===== src/core/ppd_defines.svh =====
/*
 * Register offsets, field positions, reset values and widths of the
 * pixel clock divider and analog configuration block.
 * Assumes inclusion by bare name from the package and the core module.
 */
`ifndef PPD_DEFINES_SVH
`define PPD_DEFINES_SVH

`define PPD_AW 8
`define PPD_DW 8
`define PPD_DIV_W 12

`define PPD_ADDR_DIV_HI 8'h01
`define PPD_ADDR_DIV_LO 8'h02
`define PPD_ADDR_PLL_CTL 8'h03
`define PPD_ADDR_RED_GAIN 8'h08
`define PPD_ADDR_GRN_GAIN 8'h09
`define PPD_ADDR_BLU_GAIN 8'h0A
`define PPD_ADDR_RED_OFS 8'h0B
`define PPD_ADDR_GRN_OFS 8'h0C
`define PPD_ADDR_BLU_OFS 8'h0D
`define PPD_ADDR_SYNC_CTL 8'h10

// Low divisor register keeps divisor bits 3:0 in its upper nibble
`define PPD_DIV_LO_MSB 7
`define PPD_DIV_LO_LSB 4
// Control register at 0x03: range in 7:6, pump code in 5:3
`define PPD_RANGE_MSB 7
`define PPD_RANGE_LSB 6
`define PPD_PUMP_MSB 5
`define PPD_PUMP_LSB 3
// Slicer threshold field in 7:3 of 0x10
`define PPD_SOG_MSB 7
`define PPD_SOG_LSB 3

`define PPD_RST_DIV_HI 8'h69
`define PPD_RST_DIV_LO 8'hD0
`define PPD_RST_PLL_CTL 8'h48
`define PPD_RST_GAIN 8'h80
`define PPD_RST_OFS 7'h40
`define PPD_RST_SYNC_CTL 8'h78
`define PPD_ZERO8 8'h00

`endif


===== src/core/ppd_pkg.sv =====
/*
 * Types shared by the pixel clock divider and configuration block.
 * Assumes ppd_defines.svh is on the include path.
 */
package ppd_pkg;
`include "ppd_defines.svh"

   typedef logic [`PPD_DIV_W-1:0] ppd_div_t;

   // Register write/read port behind the serial control port
   typedef struct packed {
      logic we;
      logic [`PPD_AW-1:0] addr;
      logic [`PPD_DW-1:0] wdata;
   } ppd_reg_req_s;

   typedef enum logic [1:0] {
      PPD_PD_IDLE,
      PPD_PD_UP,
      PPD_PD_DOWN
   } ppd_pd_e;

   typedef struct packed {
      logic [7:0] div_hi;
      logic [7:0] div_lo;
      logic [7:0] pll_ctl;
      logic [2:0][7:0] gain;
      logic [2:0][6:0] ofs;
      logic [7:0] sync_ctl;
      ppd_div_t cnt;
      logic fb;
      logic sync_prev;
      ppd_pd_e pd;
      logic up;
      logic down;
      logic [7:0] rdata;
   } ppd_state_s;

endpackage : ppd_pkg


===== src/core/ppd_core.sv =====
/*
 * Feedback divider, phase comparator and configuration registers of the
 * pixel clock generator. REF_CLK stands for the pixel clock.
 * Assumes HSYNC, HOLD and the register port are synchronous to REF_CLK
 * and that the serial control port lies outside this module.
 */
`timescale 1ns/1ps
module ppd_core (
   input wire logic REF_CLK,
   input wire logic RESETN,
   input wire ppd_pkg::ppd_reg_req_s REG_REQ,
   input wire logic HSYNC,
   input wire logic HOLD,
   output logic [7:0] REG_RDATA,
   output logic FB_PULSE,
   output logic PUMP_UP,
   output logic PUMP_DOWN,
   output logic [1:0] VCO_RANGE,
   output logic [2:0] PUMP_CODE,
   output logic [23:0] GAIN_RGB,
   output logic [20:0] OFFSET_RGB,
   output logic [4:0] SOG_THRESHOLD,
   output logic SOG_NEGATIVE
);
   import ppd_pkg::*;

   ppd_state_s s_q, s_d;

   function automatic ppd_div_t div_of(input logic [7:0] hi, input logic [7:0] lo);
      div_of = {hi, lo[`PPD_DIV_LO_MSB:`PPD_DIV_LO_LSB]};
   endfunction : div_of

   function automatic logic [7:0] read_reg(input ppd_state_s st, input logic [7:0] a);
      case (a)
         `PPD_ADDR_DIV_HI: read_reg = st.div_hi;
         `PPD_ADDR_DIV_LO: read_reg = st.div_lo;
         `PPD_ADDR_PLL_CTL: read_reg = st.pll_ctl;
         `PPD_ADDR_RED_GAIN: read_reg = st.gain[0];
         `PPD_ADDR_GRN_GAIN: read_reg = st.gain[1];
         `PPD_ADDR_BLU_GAIN: read_reg = st.gain[2];
         `PPD_ADDR_RED_OFS: read_reg = {st.ofs[0], 1'b0};
         `PPD_ADDR_GRN_OFS: read_reg = {st.ofs[1], 1'b0};
         `PPD_ADDR_BLU_OFS: read_reg = {st.ofs[2], 1'b0};
         `PPD_ADDR_SYNC_CTL: read_reg = st.sync_ctl;
         default: read_reg = `PPD_ZERO8;
      endcase
   endfunction : read_reg

   logic sync_edge;

   always_comb begin
      s_d = s_q;
      // Hold masks the reference so coasting lines cannot pull the loop
      sync_edge = HSYNC && !s_q.sync_prev && !HOLD;
      s_d.sync_prev = HSYNC;

      if (REG_REQ.we) begin
         case (REG_REQ.addr)
            `PPD_ADDR_DIV_HI: s_d.div_hi = REG_REQ.wdata;
            `PPD_ADDR_DIV_LO: s_d.div_lo = REG_REQ.wdata;
            `PPD_ADDR_PLL_CTL: s_d.pll_ctl = REG_REQ.wdata;
            `PPD_ADDR_RED_GAIN: s_d.gain[0] = REG_REQ.wdata;
            `PPD_ADDR_GRN_GAIN: s_d.gain[1] = REG_REQ.wdata;
            `PPD_ADDR_BLU_GAIN: s_d.gain[2] = REG_REQ.wdata;
            `PPD_ADDR_RED_OFS: s_d.ofs[0] = REG_REQ.wdata[7:1];
            `PPD_ADDR_GRN_OFS: s_d.ofs[1] = REG_REQ.wdata[7:1];
            `PPD_ADDR_BLU_OFS: s_d.ofs[2] = REG_REQ.wdata[7:1];
            `PPD_ADDR_SYNC_CTL: s_d.sync_ctl = REG_REQ.wdata;
            default: ;
         endcase
      end
      s_d.rdata = read_reg(s_q, REG_REQ.addr);

      // Divisor is sampled only at reload; a reload between the two writes loads a half-written pair
      s_d.fb = 1'b0;
      if (s_q.cnt == '0) begin
         s_d.cnt = div_of(s_q.div_hi, s_q.div_lo);
         s_d.fb = 1'b1;
      end else begin
         s_d.cnt = s_q.cnt - 1'b1;
      end

      // Three-state phase detector; feedback leading means the oscillator runs fast
      case (s_q.pd)
         PPD_PD_IDLE: begin
            if (sync_edge && !s_d.fb) s_d.pd = PPD_PD_UP;
            else if (s_d.fb && !sync_edge) s_d.pd = PPD_PD_DOWN;
         end
         PPD_PD_UP: begin
            if (s_d.fb) s_d.pd = PPD_PD_IDLE;
         end
         PPD_PD_DOWN: begin
            if (sync_edge) s_d.pd = PPD_PD_IDLE;
         end
         default: s_d.pd = PPD_PD_IDLE;
      endcase
      if (HOLD) s_d.pd = PPD_PD_IDLE;
      s_d.up = (s_d.pd == PPD_PD_UP);
      s_d.down = (s_d.pd == PPD_PD_DOWN);
   end

   always_ff @(posedge REF_CLK) begin
      if (!RESETN) begin
         s_q <= '0;
         s_q.div_hi <= `PPD_RST_DIV_HI;
         s_q.div_lo <= `PPD_RST_DIV_LO;
         s_q.pll_ctl <= `PPD_RST_PLL_CTL;
         s_q.gain <= {3{`PPD_RST_GAIN}};
         s_q.ofs <= {3{`PPD_RST_OFS}};
         s_q.sync_ctl <= `PPD_RST_SYNC_CTL;
         s_q.pd <= PPD_PD_IDLE;
      end else begin
         s_q <= s_d;
      end
   end

   // 12-bit counter divides by 1 to 4096, short of the 170 MHz / 15 kHz ratio of about 11333
   assign FB_PULSE = s_q.fb;
   assign PUMP_UP = s_q.up;
   assign PUMP_DOWN = s_q.down;
   assign REG_RDATA = s_q.rdata;
   assign VCO_RANGE = s_q.pll_ctl[`PPD_RANGE_MSB:`PPD_RANGE_LSB];
   assign PUMP_CODE = s_q.pll_ctl[`PPD_PUMP_MSB:`PPD_PUMP_LSB];
   assign GAIN_RGB = {s_q.gain[2], s_q.gain[1], s_q.gain[0]};
   assign OFFSET_RGB = {s_q.ofs[2], s_q.ofs[1], s_q.ofs[0]};
   assign SOG_THRESHOLD = s_q.sync_ctl[`PPD_SOG_MSB:`PPD_SOG_LSB];
   assign SOG_NEGATIVE = 1'b1;

endmodule : ppd_core


===== config.mk =====
export PLATFORM = sky130hd
export DESIGN_NAME = ppd_core
export DESIGN_NICKNAME = d
export VERILOG_FILES = /design/src/core/ppd_pkg.sv /design/src/core/ppd_core.sv
export VERILOG_INCLUDE_DIRS = /design/src /design/src/core
export SDC_FILE = /design/constraint.sdc
export NUM_CORES = 1
export LEC_CHECK = 0
export BUFFER_PORTS_ARGS = -buffer_cell sky130_fd_sc_hd__buf_2
export CAP_MARGIN = 25
export CORE_MARGIN = 2
export CORE_UTILIZATION = 45
export CTS_CLUSTER_DIAMETER = 200
export CTS_CLUSTER_SIZE = 14
export DETAILED_ROUTE_END_ITERATION = 12
export PLACE_DENSITY = 0.66
export REMOVE_ABC_BUFFERS = 1
export SKIP_CTS_REPAIR_TIMING = 1
export SYNTH_ARGS = -nofsm -noshare
export SYNTH_HDL_FRONTEND = slang
export SYNTH_SLANG_ARGS = --single-unit

===== constraint.sdc =====
create_clock -name REF_CLK -period 2.4 [get_ports REF_CLK]
set_input_delay 0.12 -clock REF_CLK [delete_from_list [all_inputs] [get_ports REF_CLK]]
set_output_delay 0.12 -clock REF_CLK [all_outputs]
set_load 0.02 [all_outputs]

==> reports/metrics.cfg, run 1 <==
[status]
status = finished clean

[sta]
period_share = 0.775
fin_crit_ns = 1.86
rsz0062_at_grt = false
slew_headroom = 0.495
fin_skew_ns = 0.00756
finalSetupTns_ns = 0
final_max_slew_viol_count = 0
finalHoldViolCount = 0
tightest_slew_ns = 0.751
fmax_mhz = 537
finalSetupViolCount = 0

[global_route]
grt_pass1_vias = 3969
grtUsageTotal = 0.225
antenna_found_initial = 0
grt_max_degree = 40
grt_pass1_wl_um = 22100
overflow = 0

[synthesis]
yosysWarningCount = 0
yosys_register_bits = 103
synth_cell_type_count = 60
synthFlopType = dfxtp_1
synth_area_um2 = 5150
synthArstFlopShare = 0
synth_edf_count = 0
synthCells = 585
syn_area_per_cell_um2 = 8.81
yosysSeqAreaShare = 0.400

[drt]
num_vias = 4272
routed_wl_um = 14000
postRouteAntennaNets = 0
detail_route.wl_per_cell_um = 18.9
drtPass1Iterations = 5
remaining_drc_errors = 0
post_drt_via_cell_ratio = 5.77
drtIter0Drc = 376

[die]
start_util = 0.455
ioPinCount = 88
die_area_um2 = 12300
fp.coreArea_um2 = 11300
die_w_um = 111
rows = 39
die_h_um = 111

[placement]
gp_congestion = 0.975
place_hpwl_um = 9970
port_buffers = 86

[clock_tree]
clk-insertion-delay-late_ns = 0.35
clockBufferDepth = 2
clockRootBuffer = clkbuf_16
numCtsBuffers = 9
clock_sinks = 103
cts_tree = built
htreeDepth = 3
clk_pin_slew_ns = 0.06

[power_and_ir_drop]
power_density_nw_per_um2 = 728
finalPower_mw = 4.02
ir_drop_mv = 0.390
p_leak_nw = 2.30

[finish]
fillers = 1095
drive_above_1_share = 0.235
nets = 615
seq_area_um2 = 2060
area_growth_pct = 7.26
multi_input_area_um2 = 2420
num_antenna_cells = 0

[setup_path]
cp-start-kind = flip-flop
crit_fanout = 24
critPathRequiredTime_ns = 2.69
worstPathArrival_ns = 2.15
path_class = reg -> reg
cp-end-kind = flip-flop

[hold_path]
hp-class = in -> reg

[flow_run]
cap_violations = 0

-- synthesized netlist by cell type, types with 4 or more instances --
| library cell | n | area share |
|---|---|---|
| mux2_2 | 8 | 0.017 |
| and3_1 | 5 | 0.0061 |
| nor4_1 | 4 | 0.0049 |
| a222oi_1 | 4 | 0.0078 |
| o21ai_0 | 4 | 0.0039 |
| dfxtp_1 | 103 | 0.40 |
| inv_1 | 4 | 0.0029 |
| xnor2_1 | 5 | 0.0085 |
| a21oi_1 | 39 | 0.038 |
| nor2b_1 | 4 | 0.0049 |
| buf_2 | 9 | 0.0087 |
| nand2_1 | 63 | 0.046 |
| clkbuf_1 | 28 | 0.020 |
| a211oi_1 | 12 | 0.017 |
| nand3_1 | 46 | 0.045 |
| and2_1 | 6 | 0.0073 |
| a41oi_1 | 4 | 0.0068 |
| nor2_1 | 48 | 0.035 |
| buf_4 | 64 | 0.093 |
| a22o_1 | 6 | 0.010 |
| nand3b_1 | 9 | 0.013 |
| nand4_1 | 4 | 0.0049 |
| mux2i_1 | 43 | 0.083 |
-- report_power, final --
part | internal (mW) | switching [mW]
combinational | 0.277 | 0.402
sequential | 1.81 | 0.0822
clock | 0.809 | 0.644
-- metrics by stage --
step	worst slack [ns]	util	hold WS (ns)	area, um^2	cells
after floorplan	0.420	-	0.182	4500	480
after global placement	0.495	0.462	0.322	5230	723
after detailed placement	0.461	0.462	0.345	5230	723
after CTS	0.564	0.488	-0.0258	5520	739
after global routing	0.371	0.488	0.0190	5530	740
final	0.539	0.488	0.0107	5530	740
-- worst max-delay path, stage by stage, from the launching register on --
cell	delay (ns)
dfxtp_1	0.33
nor4_1	0.68
nand4_1	0.15
buf_4	0.26
nand2b_1	0.16
and4b_1	0.22
-- worst paths after layout --
kind / startpoint / to / slack (ns) / cells after the start
worst max-delay path: s_q[20]$_SDFF_PN0_ / PUMP_DOWN$_SDFF_PN0_ / 0.54 / 5
worst min-delay path: HSYNC / s_q[12]$_SDFF_PN0_ / 0.01 / 2
worst max register to register: s_q[20]$_SDFF_PN0_ / PUMP_DOWN$_SDFF_PN0_ / 0.54 / 5
worst min register to register: s_q[27]$_SDFFE_PN0P_ / s_q[27]$_SDFFE_PN0P_ / 0.46 / 2
-- layer usage --
metal | track usage | up-vias | part of all wire
met3 | 0.0454 | 27 | 0.074
met1 | 0.305 | 2047 | 0.44
met5 | 0 | - | 0
met2 | 0.354 | 186 | 0.46
li1 | - | 2012 | -
met4 | 0.0922 | 0 | 0.025
-- state kept, by name (all words and copies together), names as in the netlist --
signal         cells
FB_PULSE           1
GAIN_RGB          24
OFFSET_RGB        21
PUMP_CODE          3
PUMP_DOWN          1
PUMP_UP            1
REG_RDATA          8
SOG_THRESHOLD      5
VCO_RANGE          2
s_q               37
-- logic make-up after synthesis --
| kind of cell | share of synthesized area |
|---|---|
| xor gates and xnor gates | 0.0136 |
| muxes | 0.105 |
| adders and majority gates | 0.00485 |
| buffers and inverters | 0.131 |
| AOI/OAI and AO/OA | 0.113 |
| DFF | 0.400 |
| and+or+nand+nor | 0.232 |
| other | 0.000727 |
-- placed cells by master (no fill, tap or decap), types with 5 or more instances in the layout --
cell,count
a211oi_1,12
a21oi_1,39
a22o_1,6
and2_1,6
and3_1,5
buf_2,86
buf_4,13
clkbuf_16,9
dfxtp_1,103
mux2_2,8
mux2i_1,43
nand2_1,63
nand3_1,46
nand3b_1,9
nor2_1,48
xnor2_1,5
-- area by class of cell --
| cell class | count | share of cell area |
|---|---|---|
| multi-input cells | 372 | 0.438 |
| clock buffers | 11 | 0.0421 |
| flip-flops and latches | 103 | 0.373 |
| inverters | 5 | 0.00339 |
| clock inverters | 5 | 0.0106 |
| repair buffers | 101 | 0.101 |
| well taps | 143 | 0.0324 |
No activity file was read; power rests on OpenSTA's default activity.
==> inputs of run 2 (changes only) <==
- ABC_AREA: default -> 1
- PLACE_DENSITY: 0.66 -> 0.69
- clock period: 2.4 -> 1.6 ns (I/O delays scaled with it)
==> reports/metrics.cfg, run 2 <==
[power_and_ir_drop]
p_int_mw = 4.36
clkPwrFrac = 0.369
power_frac_seq = 0.449
ir_drop_mv = 0.699
finalPower_mw = 6.22
switching_share = 0.299
power_density_nw_per_um2 = 1100
p_switching_mw = 1.86
p_leak_nw = 2.56
comb_power_share = 0.182

[setup_path]
path_cells = inv_1 > ha_1 > nand2_1 > nor3_2 > nand2_2 > nand2_2 > inv_1 > o21ai_1 > nand2_1
path_class = reg -> reg
crit_fanout = 6
critPathRequiredTime_ns = 1.85
cp-end-kind = flip-flop
cp-start-kind = flip-flop
cp_num_buf_inv = 2
worstPathArrival_ns = 1.69
cp_slowest_cell = dfxtp_1
critPathTopFamily = simple AND/OR/NAND/NOR gates
critPathMaxStageDelay_ns = 0.31

[finish]
largest_reg_flops = 37
nets = 727
area_growth_pct = 7.43
fin_area_um2 = 5630
num_antenna_cells = 0
final_common_cell = dfxtp_1
final_cell_mix = dfxtp_1 (103), buf_2 (86), nand3_1 (78), nand2_1 (77), nor2_1 (72)
drive_above_1_share = 0.254
top_register = s_q
postLayoutCoreUtil = 0.495
fin_cells = 852

[sta]
fin_skew_ns = 0.00772
fin_crit_ns = 1.45
finalSetupTns_ns = 0
slew_headroom = 0.667
tightest_slew_ns = 0.499
final_max_slew_viol_count = 0
rsz0062_at_grt = false
finalHoldViolCount = 1
hold_ws_ns = -0.0101
timing.final.ws_setup_ns = 0.153
fmax_mhz = 691
period_share = 0.904
finalSetupViolCount = 0

[synthesis]
synthFlopType = dfxtp_1
synth_top_area_frac = 0.394
syn_area_per_cell_um2 = 7.67
synth_edf_count = 0
synthArstFlopShare = 0
synth_area_um2 = 5240
yosysSeqAreaShare = 0.394
synth_cell_type_count = 38
yosys_register_bits = 103
yosysWarningCount = 0
yosysMostFrequentCell = dfxtp_1
synthTopCellsByArea = dfxtp_1 (39%), buf_4 (9.7%), nand3_1 (7.5%)
synth_top_area_cell = dfxtp_1
synthTopCellsByCount = dfxtp_1 (103), nand2_1 (79), nand3_1 (78)
synthCells = 683

[flow_run]
cap_violations = 0

[drt]
remaining_drc_errors = 0
detail_route.wl_per_cell_um = 16.6
postRouteAntennaNets = 0
drtPass1Iterations = 5
drtIter0Drc = 342
routed_wl_um = 14200
post_drt_via_cell_ratio = 5.33
num_vias = 4544

[global_route]
overflow = 0
antenna_found_initial = 0
grtUsageTotal = 0.228
grt_max_degree = 55
grt_pass1_wl_um = 22300
grt_pass1_vias = 4260

[die]
die_area_um2 = 12500
rows = 39
start_util = 0.461
ioPinCount = 88
die_h_um = 112
fp.coreArea_um2 = 11400
die_w_um = 112

[placement]
place_hpwl_um = 10500
place_ws_ns = 0.0973
gp_congestion = 0.855
dpl_cell_area_um2 = 5300
port_buffers = 86
placed_cells = 835

[clock_tree]
clockRootBuffer = clkbuf_16
cts_tree = built
numCtsBuffers = 9
htreeDepth = 3
clock_sinks = 103
clockBufferDepth = 2
clk-insertion-delay-late_ns = 0.36
clk_pin_slew_ns = 0.07

[status]
violations = negative hold slack
status = finished, violations left

[hold_path]
hp-class = in -> reg

## run 2: cell type report
cell class / instances / area, um^2
Sequential cell: 103 / 2060
Inverter: 72 / 274
Clock buffer: 10 / 239
Tap cell: 143 / 179
Clock inverter: 6 / 70.1
Fill cell: 1150 / 5740
Multi-Input combinational cell: 421 / 2280
Timing Repair Buffer: 97 / 528
## run 2: layer usage
| metal | GRT usage | wire, um |
|---|---|---|
| met1 | 0.299 | 6360 |
| met2 | 0.364 | 6750 |
| met3 | 0.0588 | 772 |
| met4 | 0.0831 | 305 |
| met5 | 0 | 0 |
## run 2: kinds of logic after synthesis
logic type               synth area share
other                            0.000716
flip-flops                          0.394
adder cells (fa/ha/maj)           0.00478
XOR/XNOR                           0.0117
AO/OA/AOI/OAI                       0.156
buffers and inverters               0.174
AND/OR/NAND/NOR                     0.259
## run 2: final timing paths
kind	startpoint	end	slack, ns	cells after the start
max	s_q[14]$_SDFF_PN0_	s_q[24]$_SDFF_PN0_	0.15	9
min	REG_REQ[7]	s_q[94]$_SDFFE_PN1P_	-0.01	3
max reg2reg	s_q[14]$_SDFF_PN0_	s_q[24]$_SDFF_PN0_	0.15	9
min reg2reg	s_q[88]$_SDFFE_PN0P_	s_q[88]$_SDFFE_PN0P_	0.46	2
## run 2: power by group through the flow
stage                     combinational, mW  clock [mW]  sequential, mW
after floorplan                       0.763           0            2.85
after global placement                 1.05           0            2.85
after detailed placement               1.09           0            2.85
after CTS                              1.10        2.31            2.79
after global routing                   1.28        2.41            2.81
final                                  1.13        2.29            2.79
## run 2: worst register-to-register path, delay by kind of cell (launching register included)
kind            cells  cell delay (ns)
flops               1             0.31
compound gates      1             0.10
simple gates        5             0.55
fa+ha+maj           1             0.15
buf+inv             2             0.23
